===== src/pkg/port_m_pkg.sv =====
package port_m_pkg;

  // Port geometry.
  localparam int unsigned PORT_WIDTH = 6;
  localparam int unsigned REG_WIDTH  = 8;

  // Word-aligned byte addresses on the register bus.
  localparam logic [3:0] ADDR_DATA      = 4'h0;
  localparam logic [3:0] ADDR_PIN_INPUT = 4'h4;
  localparam logic [3:0] ADDR_DIRECTION = 4'h8;
  localparam logic [3:0] ADDR_PERIPH_EN = 4'hc;

  // Pin positions of the shared functions.
  localparam int unsigned BIT_SPI_SS  = 3;
  localparam int unsigned BIT_SPI_MISO = 2;
  localparam int unsigned BIT_CAN_TX  = 1;
  localparam int unsigned BIT_CAN_RX  = 0;

  // Field positions in the peripheral enable register.
  localparam int unsigned EN_SPI_BIT = 0;
  localparam int unsigned EN_CAN_BIT = 1;

  // Reset values.
  localparam logic [5:0] DATA_RESET      = 6'h00;
  localparam logic [5:0] DIRECTION_RESET = 6'h00;
  localparam logic [1:0] PERIPH_EN_RESET = 2'h0;

  // Bus read data of an unmapped or reserved location.
  localparam logic [31:0] READ_ZERO = 32'h0000_0000;

endpackage : port_m_pkg


===== src/core/pin_sync.sv =====
`timescale 1ns/1ps
`default_nettype none

// Two flip-flop synchroniser for one vector of pin levels.
module pin_sync #(
  parameter int unsigned WIDTH = 6
) (
  input  wire logic             clk_i,
  input  wire logic             rst_i,
  input  wire logic [WIDTH-1:0] async_i,
  output logic      [WIDTH-1:0] sync_o
);

  logic [WIDTH-1:0] meta_reg;

  // The first stage is read only by the second stage.
  always_ff @(posedge clk_i) begin
    if (rst_i) begin
      meta_reg <= '0;
      sync_o   <= '0;
    end else begin
      meta_reg <= async_i;
      sync_o   <= meta_reg;
    end
  end

endmodule : pin_sync

`default_nettype wire


===== src/core/port_m_gpio.sv =====
// The register addresses and the Wishbone register port are this design's own decisions.
`timescale 1ns/1ps
`default_nettype none

module port_m_gpio (
  input  wire logic        clk_i,
  input  wire logic        rst_i,
  // Classic Wishbone slave.
  input  wire logic        cyc_i,
  input  wire logic        stb_i,
  input  wire logic        we_i,
  input  wire logic [3:0]  adr_i,
  input  wire logic [3:0]  sel_i,
  input  wire logic [31:0] dat_i,
  output logic      [31:0] dat_o,
  output logic             ack_o,
  // Pads.
  input  wire logic [5:0]  pad_i,
  output logic      [5:0]  pad_o,
  output logic      [5:0]  pad_oe_o,
  // SPI side of bits 3 and 2.
  input  wire logic        spi_ss_out_i,
  input  wire logic        spi_ss_oe_i,
  output logic             spi_ss_in_o,
  input  wire logic        spi_miso_out_i,
  input  wire logic        spi_miso_oe_i,
  output logic             spi_miso_in_o,
  // CAN side of bits 1 and 0.
  input  wire logic        can_transmit_pin_i,
  output logic             can_receive_pin_o
);

  logic [5:0] port_data_latch_reg;
  logic [5:0] port_direction_reg;
  logic [1:0] periph_en_reg;
  logic [5:0] port_pin_sample;
  logic [5:0] pad_next;
  logic [5:0] pad_oe_next;
  logic [5:0] data_view;
  logic       req;
  logic       spi_en;
  logic       can_en;
  logic [31:0] rd_next;

  assign req    = cyc_i & stb_i & ~ack_o;
  assign spi_en = periph_en_reg[port_m_pkg::EN_SPI_BIT];
  assign can_en = periph_en_reg[port_m_pkg::EN_CAN_BIT];

  // Pad levels are asynchronous, so they pass two flops before use.
  pin_sync #(
    .WIDTH (port_m_pkg::PORT_WIDTH)
  ) u_pin_sync (
    .clk_i   (clk_i),
    .rst_i   (rst_i),
    .async_i (pad_i),
    .sync_o  (port_pin_sample)
  );

  // Acknowledge one cycle after the request, drop it the next cycle.
  always_ff @(posedge clk_i) begin
    if (rst_i) begin
      ack_o <= 1'b0;
    end else begin
      ack_o <= req;
    end
  end

  // Data latch; only byte lane 0 carries the port.
  always_ff @(posedge clk_i) begin
    if (rst_i) begin
      port_data_latch_reg <= port_m_pkg::DATA_RESET;
    end else if (req && we_i && sel_i[0] && adr_i == port_m_pkg::ADDR_DATA) begin
      port_data_latch_reg <= dat_i[5:0];
    end
  end

  // Direction bits are never touched by peripheral forcing.
  always_ff @(posedge clk_i) begin
    if (rst_i) begin
      port_direction_reg <= port_m_pkg::DIRECTION_RESET;
    end else if (req && we_i && sel_i[0] && adr_i == port_m_pkg::ADDR_DIRECTION) begin
      port_direction_reg <= dat_i[5:0];
    end
  end

  // Peripheral enables stand in for the SPI and CAN controllers' enables.
  always_ff @(posedge clk_i) begin
    if (rst_i) begin
      periph_en_reg <= port_m_pkg::PERIPH_EN_RESET;
    end else if (req && we_i && sel_i[0] && adr_i == port_m_pkg::ADDR_PERIPH_EN) begin
      periph_en_reg <= dat_i[1:0];
    end
  end

  // Data register view selects latch or pin per direction bit.
  always_comb begin
    for (int i = 0; i < 6; i++) begin
      data_view[i] = port_direction_reg[i] ? port_data_latch_reg[i]
                                           : port_pin_sample[i];
    end
  end

  // Read mux; writes to the pin input address decode to nothing.
  always_comb begin
    rd_next = port_m_pkg::READ_ZERO;
    unique case (adr_i)
      port_m_pkg::ADDR_DATA:      rd_next[5:0] = data_view;
      port_m_pkg::ADDR_PIN_INPUT: rd_next[5:0] = port_pin_sample;
      port_m_pkg::ADDR_DIRECTION: rd_next[5:0] = port_direction_reg;
      port_m_pkg::ADDR_PERIPH_EN: rd_next[1:0] = periph_en_reg;
      default:                    rd_next = port_m_pkg::READ_ZERO;
    endcase
  end

  // Read data is registered with the acknowledge.
  always_ff @(posedge clk_i) begin
    if (rst_i) begin
      dat_o <= port_m_pkg::READ_ZERO;
    end else if (req && !we_i) begin
      dat_o <= rd_next;
    end
  end

  // Pad ownership: peripheral first, then general purpose by direction.
  always_comb begin
    pad_next    = port_data_latch_reg;
    pad_oe_next = port_direction_reg;
    if (spi_en) begin
      pad_next[port_m_pkg::BIT_SPI_SS]     = spi_ss_out_i;
      pad_oe_next[port_m_pkg::BIT_SPI_SS]  = spi_ss_oe_i;
      pad_next[port_m_pkg::BIT_SPI_MISO]   = spi_miso_out_i;
      pad_oe_next[port_m_pkg::BIT_SPI_MISO] = spi_miso_oe_i;
    end
    if (can_en) begin
      pad_next[port_m_pkg::BIT_CAN_TX]    = can_transmit_pin_i;
      pad_oe_next[port_m_pkg::BIT_CAN_TX] = 1'b1;
      pad_next[port_m_pkg::BIT_CAN_RX]    = 1'b0;
      pad_oe_next[port_m_pkg::BIT_CAN_RX] = 1'b0;
    end
  end

  // Pad drivers are registered, costing one cycle of latency.
  always_ff @(posedge clk_i) begin
    if (rst_i) begin
      pad_o    <= 6'h00;
      pad_oe_o <= 6'h00;
    end else begin
      pad_o    <= pad_next;
      pad_oe_o <= pad_oe_next;
    end
  end

  // Peripheral inputs see the synchronised pins; idle high if not enabled.
  always_ff @(posedge clk_i) begin
    if (rst_i) begin
      spi_ss_in_o       <= 1'b1;
      spi_miso_in_o     <= 1'b1;
      can_receive_pin_o <= 1'b1;
    end else begin
      spi_ss_in_o       <= spi_en ? port_pin_sample[port_m_pkg::BIT_SPI_SS] : 1'b1;
      spi_miso_in_o     <= spi_en ? port_pin_sample[port_m_pkg::BIT_SPI_MISO] : 1'b1;
      can_receive_pin_o <= can_en ? port_pin_sample[port_m_pkg::BIT_CAN_RX] : 1'b1;
    end
  end

endmodule : port_m_gpio

`default_nettype wire


===== config.mk =====
export PLATFORM = sky130hd
export DESIGN_NAME = port_m_gpio
export DESIGN_NICKNAME = d
export VERILOG_FILES = /design/src/pkg/port_m_pkg.sv /design/src/core/pin_sync.sv /design/src/core/port_m_gpio.sv
export SDC_FILE = /design/constraint.sdc
export NUM_CORES = 1
export LEC_CHECK = 0
export BUFFER_PORTS_ARGS = -buffer_cell sky130_fd_sc_hd__buf_2
export CAP_MARGIN = 10
export CORE_MARGIN = 2
export CORE_UTILIZATION = 43
export CTS_BUF_LIST = sky130_fd_sc_hd__clkbuf_2 sky130_fd_sc_hd__clkbuf_4 sky130_fd_sc_hd__clkbuf_8
export DETAILED_ROUTE_END_ITERATION = 8
export GPL_TIMING_DRIVEN = 1
export PLACE_DENSITY = 0.79
export SYNTH_ARGS = -nofsm -noshare
export SYNTH_HDL_FRONTEND = slang
export SYNTH_HIERARCHICAL = 1
export SYNTH_SLANG_ARGS = --single-unit

===== constraint.sdc =====
create_clock -name clk_i -period 1.3 [get_ports clk_i]
set_clock_uncertainty 0.1 [all_clocks]
set_input_delay 0.065 -clock clk_i [delete_from_list [all_inputs] [get_ports clk_i]]
set_output_delay 0.065 -clock clk_i [all_outputs]
set_load 0.02 [all_outputs]

==> metrics, run 1 <==
final wirelength=3900 um; worst rel slew slack=0.616; Worst setup startpoint=port_data_latch_reg[4]$_SDFFE_PP0P_; Initial Util=0.444; # IOs=104; critical path class=flip-flop to flip-flop; Slew Limit Fails=0; first-pass GRT wire length=6210 um; peak supply drop=498 uV; top cell type's share of synthesized area=0.458; run status=finished, final reports clean; Final HPWL DP=2830 um; hold path cells=4; uppermost layer routed=met4; Area contributors post-synth=dfxtp_1 46%, buf_4 9.3%, mux2i_1 9.1%; Finished Layout Cells=341; Crit. End Element=flip-flop; Row Count=25; clock root cell=clkbuf_8; Startpoint Class=flip-flop; Synth Flop Type=dfxtp_1; fin nets=329; DRT iter0 DRCs=66; Async SR Flop Fraction=0; diodes inserted=0; EDFF count, synth=0; Required @ worst endpoint=1.38 ns; CP max FO=2; leading area contributor after synthesis=dfxtp_1; Cell Area, Synth=2100 um^2; Post-DRT Antenna Nets=0; FF-to-FF setup slack=0.01 ns; PortBufs=48; Global Route Usage Sum=0.150; layout cells sized above 1=0.350; Seq/Total Area, Yosys=0.458; Post-Synthesis Cells=198; final setup fails=0; worst hold path type=primary input to flip-flop; synth warn=6; DP Cell Count=316; reg-to-reg startpoint=port_data_latch_reg[4]$_SDFFE_PP0P_; DIE AREA=5450 um^2; placer congestion estimate=0.776; initial antenna violation count=0; Die Y=73.9 um; clock transition at the registers of the reported paths=0.09 ns; total congestion overflow=0; DR vias=1485; fmax=0.778 GHz; Syn-to-layout area delta=26.1%; vias in the first global route=1405; CTS Buf Count=5; worst slew pin tran=0.576 ns; largest net degree at the start of global routing=39; path depth of the worst reg2reg path=3; WL met3=165 um; metal2 WL=1830 um; buffer levels on the longest clock path=2; CP arrival=1.37 ns; Hold Violations, Final=0; Pwr Density=1000 nW/um^2; RSZ-0062 raised after global routing=false; CTS tree=built; Residual DRC=0; FF+latch count, synth=48; syn_area_per_cell=10.6 um^2; M1 WL=1830 um; per-cell routed wire length=11.4 um; Layout Utilization=0.560; Static Leak=1.26 nW; most frequent cell after synthesis=dfxtp_1; routed vias/inst=4.35; Hold Startpoint=adr_i[0]; Tcrit/Tclk final=0.989; Commonest cells post-synth=48 x dfxtp_1, 26 x buf_4, 20 x nand2b_1; postcts setup bufs=0; Synth cell types=32; maxcap violations=0; core area=4720 um^2; Sink Count=48; H-tree depth=2; crit path time final=1.29 ns; Detailed Routing Iterations Pass 1=4; clock latency on the worst-skew pair=0.30 ns; die width=73.9 um
==> repair_timing <==
action | in CTS | in global routing
pin swaps | 0 | 2
endpoints found under the setup margin | 6 | 19
gates resized for setup | 1 | 6
hold buffers | 17 | 0
hold endpoints to repair | 23 | 0
==> critical path, cell delays in order, from the launching register on <==
cell and delay, ns:
dfxtp_1 0.32, or4b_1 0.51, o2111ai_1 0.15, a21oi_1 0.10
==> per-layer routing <==
layer	global-route usage	up-vias
met5	0	-
met4	0.0667	0
met3	0.0329	6
met2	0.242	49
met1	0.192	670
li1	-	760
==> metrics by stage <==
stage | TNS (ns) | power, mW | setup WS [ns] | area, um^2 | hold slack [ns]
floorplan | 0 | 1.76 | 0.0457 | 2190 | 0.0942
CTS | 0 | 2.68 | 0.0114 | 2630 | 0.0388
global route | 0 | 2.75 | 0.00344 | 2650 | 0.0739
finish | 0 | 2.65 | 0.0149 | 2650 | 0.0434
global placement | 0 | 1.76 | 0.0267 | 2360 | 0.175
detailed placement | -0.00496 | 1.77 | -0.00314 | 2360 | 0.179
==> final timing paths <==
kind / end
max: dat_o[4]$_SDFFE_PP0P_
min: dat_o[3]$_SDFFE_PP0P_
max reg2reg: dat_o[4]$_SDFFE_PP0P_
min reg2reg: dat_o[4]$_SDFFE_PP0P_
==> logic make-up (layout without fill, tap and decap cells) <==
family	after synthesis	count (layout)	share of synthesized area
muxes	21	21	0.103
buffers and inverters	37	88	0.122
other	1	26	0.00179
AOI/OAI and AO/OA	12	12	0.0453
and+or+nand+nor	79	79	0.270
DFF	48	48	0.458
==> cell type report <==
| cell class | instances | area [um^2] |
|---|---|---|
| Clock buffer | 5 | 68.8 |
| Clock inverter | 3 | 23.8 |
| Fill cell | 411 | 2080 |
| Inverter | 4 | 15.0 |
| Multi-Input combinational cell | 138 | 998 |
| Sequential cell | 48 | 963 |
| Tap cell | 67 | 83.8 |
| Timing Repair Buffer | 76 | 493 |
==> placed cells by master (no fill, tap or decap), types with 2 or more instances in the layout <==
cell type	instances
nand3b_1	3
dlygate4sd3_1	17
a221oi_2	2
a21oi_1	4
nor2b_4	2
nor2b_2	8
o21ai_1	2
dfxtp_2	2
nor2b_1	11
buf_2	48
dfxtp_1	46
nand2b_1	20
or4b_1	3
or2_2	4
nor3b_1	4
inv_1	4
conb_1	26
buf_4	11
nand2_1	4
mux2i_1	19
o2111ai_1	3
and2b_2	2
clkbuf_8	5
clkinvlp_4	2
nor2_1	9
==> power by group <==
group	leakage (nW)	total (mW)	switching (mW)	internal [mW]
clock network	0.0404	0.871	0.490	0.381
registers	0.390	1.50	0.00704	1.49
logic	0.830	0.284	0.159	0.125
total	1.26	2.65	0.656	1.99
Note: power is estimated with default switching activity, not from simulation.
==> run 2, diff against run 1 <==
- ABC_AREA: default -> 1
- CORE_UTILIZATION: 43 -> 42
- PLACE_DENSITY: 0.79 -> 0.77
==> run 2 against run 1 <==
Compared with the run above:
- non-clock buffer count is 8 lower
- area after synthesis down 0.30%
- largest power group unchanged
- die area rose by 2.0%
- count of clock-buffer cells in the layout increased by 2
- routed wire length grew 6.1%
- global-route usage is 0.63 points higher
==> metrics, run 2 <==
Worst path max stage delay=0.32 ns; Static Leak=1.24 nW; fin area=2590 um^2; Finished Layout Cells=400; synth warn=6; postcts setup bufs=0; worst rel slew slack=0.633; Pwr Density=1050 nW/um^2; RSZ-0062 raised after global routing=true; largest net degree at the start of global routing=21; Flop pwr share=0.552; most frequent cell after synthesis=nor2_1; Synth Flop Type=dfxtp_1; clock root cell=clkbuf_8; worst setup margin=0.00219 ns; pre-CTS WS=0.0787 ns; # IOs=104; routed vias/inst=4.39; Final HPWL DP=2980 um; critical path class=flip-flop to flip-flop; Initial Util=0.440; syn_area_per_cell=7.89 um^2; clock latency on the worst-skew pair=0.29 ns; CTS tree=built; maxcap violations=0; Comb power frac=0.108; Die Y=74.6 um; dpl cell area=2280 um^2; per-cell routed wire length=10.3 um; layout cells sized above 1=0.246; CP max FO=7; Area contributors post-synth=dfxtp_1 46%, buf_4 9.3%, nor2_1 9.0%; critical path cell sequence=nand3b_4, nor2_4, nand3_4, o21ai_1, nor2_1; path depth of the worst reg2reg path=5; Startpoint Class=flip-flop; Post-Synthesis Cells=265; FF+latch count, synth=48; Synth cell types=24; Critical-path top delay cell=dfxtp_2; Async SR Flop Fraction=0; EDFF count, synth=0; DRT iter0 DRCs=136; WP buf/inv=0; DR vias=1756; crit path time final=1.30 ns; vias in the first global route=1600; Sw Share=0.238; top cell type's share of synthesized area=0.459; DP Cell Count=375; leading area contributor after synthesis=dfxtp_1; final setup fails=0; die width=74.6 um; PortBufs=48; first-pass GRT wire length=6670 um; Seq/Total Area, Yosys=0.459; hold path cells=3; Syn-to-layout area delta=23.7%; final wirelength=4140 um; H-tree depth=2; fmax=0.771 GHz; worst slew pin tran=0.550 ns; most frequent cells in the layout=48 x nor2_1, 47 x dfxtp_1, 46 x buf_2; Global Route Usage Sum=0.157; Hold Violations, Final=0; Slew Limit Fails=0; Worst path depth=5; peak supply drop=578 uV; Layout Utilization=0.544; placer congestion estimate=0.851; fin nets=389; Commonest cells post-synth=50 x nor2_1, 48 x dfxtp_1, 34 x nand2_1; DIE AREA=5560 um^2; Post-DRT Antenna Nets=0; Crit. End Element=flip-flop; fillers=471; Detailed Routing Iterations Pass 1=4; Tcrit/Tclk final=0.998; Int Pwr=2.07 mW; initial antenna violation count=0; most common cell after layout, fill and taps aside=nor2_1; Residual DRC=0; Sink Count=48; buffer levels on the longest clock path=2; clock transition at the registers of the reported paths=0.08 ns; Row Count=25; setup TNS=0 ns; CP arrival=1.39 ns; clock network power share=0.340; core area=4750 um^2; worst hold path type=primary input to flip-flop; Top delay family on crit path=simple AND/OR/NAND/NOR gates; total congestion overflow=0; Cell Area, Synth=2090 um^2; diodes inserted=0; switching power=0.648 mW; CTS Buf Count=5; Required @ worst endpoint=1.39 ns; run status=finished, final reports clean
==> run 2: area by class of cell <==
class / instances / area, um^2 / area share
sequential: 48 / 962 / 0.372
clock buffer: 7 / 96.3 / 0.0372
tap: 67 / 83.8 / 0.0324
inverter: 33 / 129 / 0.0498
timing repair buffer: 68 / 445 / 0.172
multi-input combinational: 177 / 872 / 0.337
==> run 2: power by group through the flow <==
| stage | clock (mW) | combinational [mW] | sequential, mW |
|---|---|---|---|
| after floorplan | 0 | 0.235 | 1.54 |
| after global placement | 0 | 0.240 | 1.53 |
| after detailed placement | 0 | 0.244 | 1.53 |
| after CTS | 0.951 | 0.291 | 1.50 |
| after global routing | 0.994 | 0.324 | 1.50 |
| final | 0.925 | 0.293 | 1.50 |
==> run 2: metal layers <==
layer,track usage,routed length [um],share of wire,vias to the layer above
li1,-,-,-,912
met5,0,0,0,-
met1,0.183,1700,0.41,765
met3,0.0420,292,0.071,13
met2,0.270,2040,0.49,66
met4,0.0655,110,0.027,0
==> run 2: cells by family after synthesis <==
| kind of cell | Yosys count | synth area share |
|---|---|---|
| AO/OA/AOI/OAI | 37 | 0.0981 |
| other | 1 | 0.00179 |
| buffers and inverters | 65 | 0.178 |
| flip-flops | 48 | 0.459 |
| AND/OR/NAND/NOR | 114 | 0.263 |
==> run 2: through the flow <==
stage	hold slack (ns)	total power, mW
after floorplan	0.0341	1.77
after global placement	0.158	1.77
after detailed placement	0.158	1.78
after CTS	0.0345	2.74
after global routing	0.0527	2.82
final	0.0414	2.72
==> run 2: final timing paths <==
path         slack, ns                         startpoint                                 end
max              0.002                   ack_o$_SDFF_PP0_  port_direction_reg[1]$_SDFFE_PP0P_
max reg2reg      0.002                   ack_o$_SDFF_PP0_  port_direction_reg[1]$_SDFFE_PP0P_
min reg2reg       0.30  u_pin_sync/meta_reg[3]$_SDFF_PP0_     u_pin_sync/sync_o[3]$_SDFF_PP0_
min               0.04                              rst_i               dat_o[2]$_SDFFE_PP0P_
==> run 2: tightest hold or removal path: cells and delay by family <==
family / cells / cell delay [ns]
AOI/OAI and AO/OA: 1 / 0.04
buffers and inverters: 2 / 0.29
==> run 2: timing repair <==
item	in CTS	in global routing
hold endpoints to repair	27	0
endpoints found under the setup margin	0	14
hold buffers	20	0
gates resized for setup	0	7
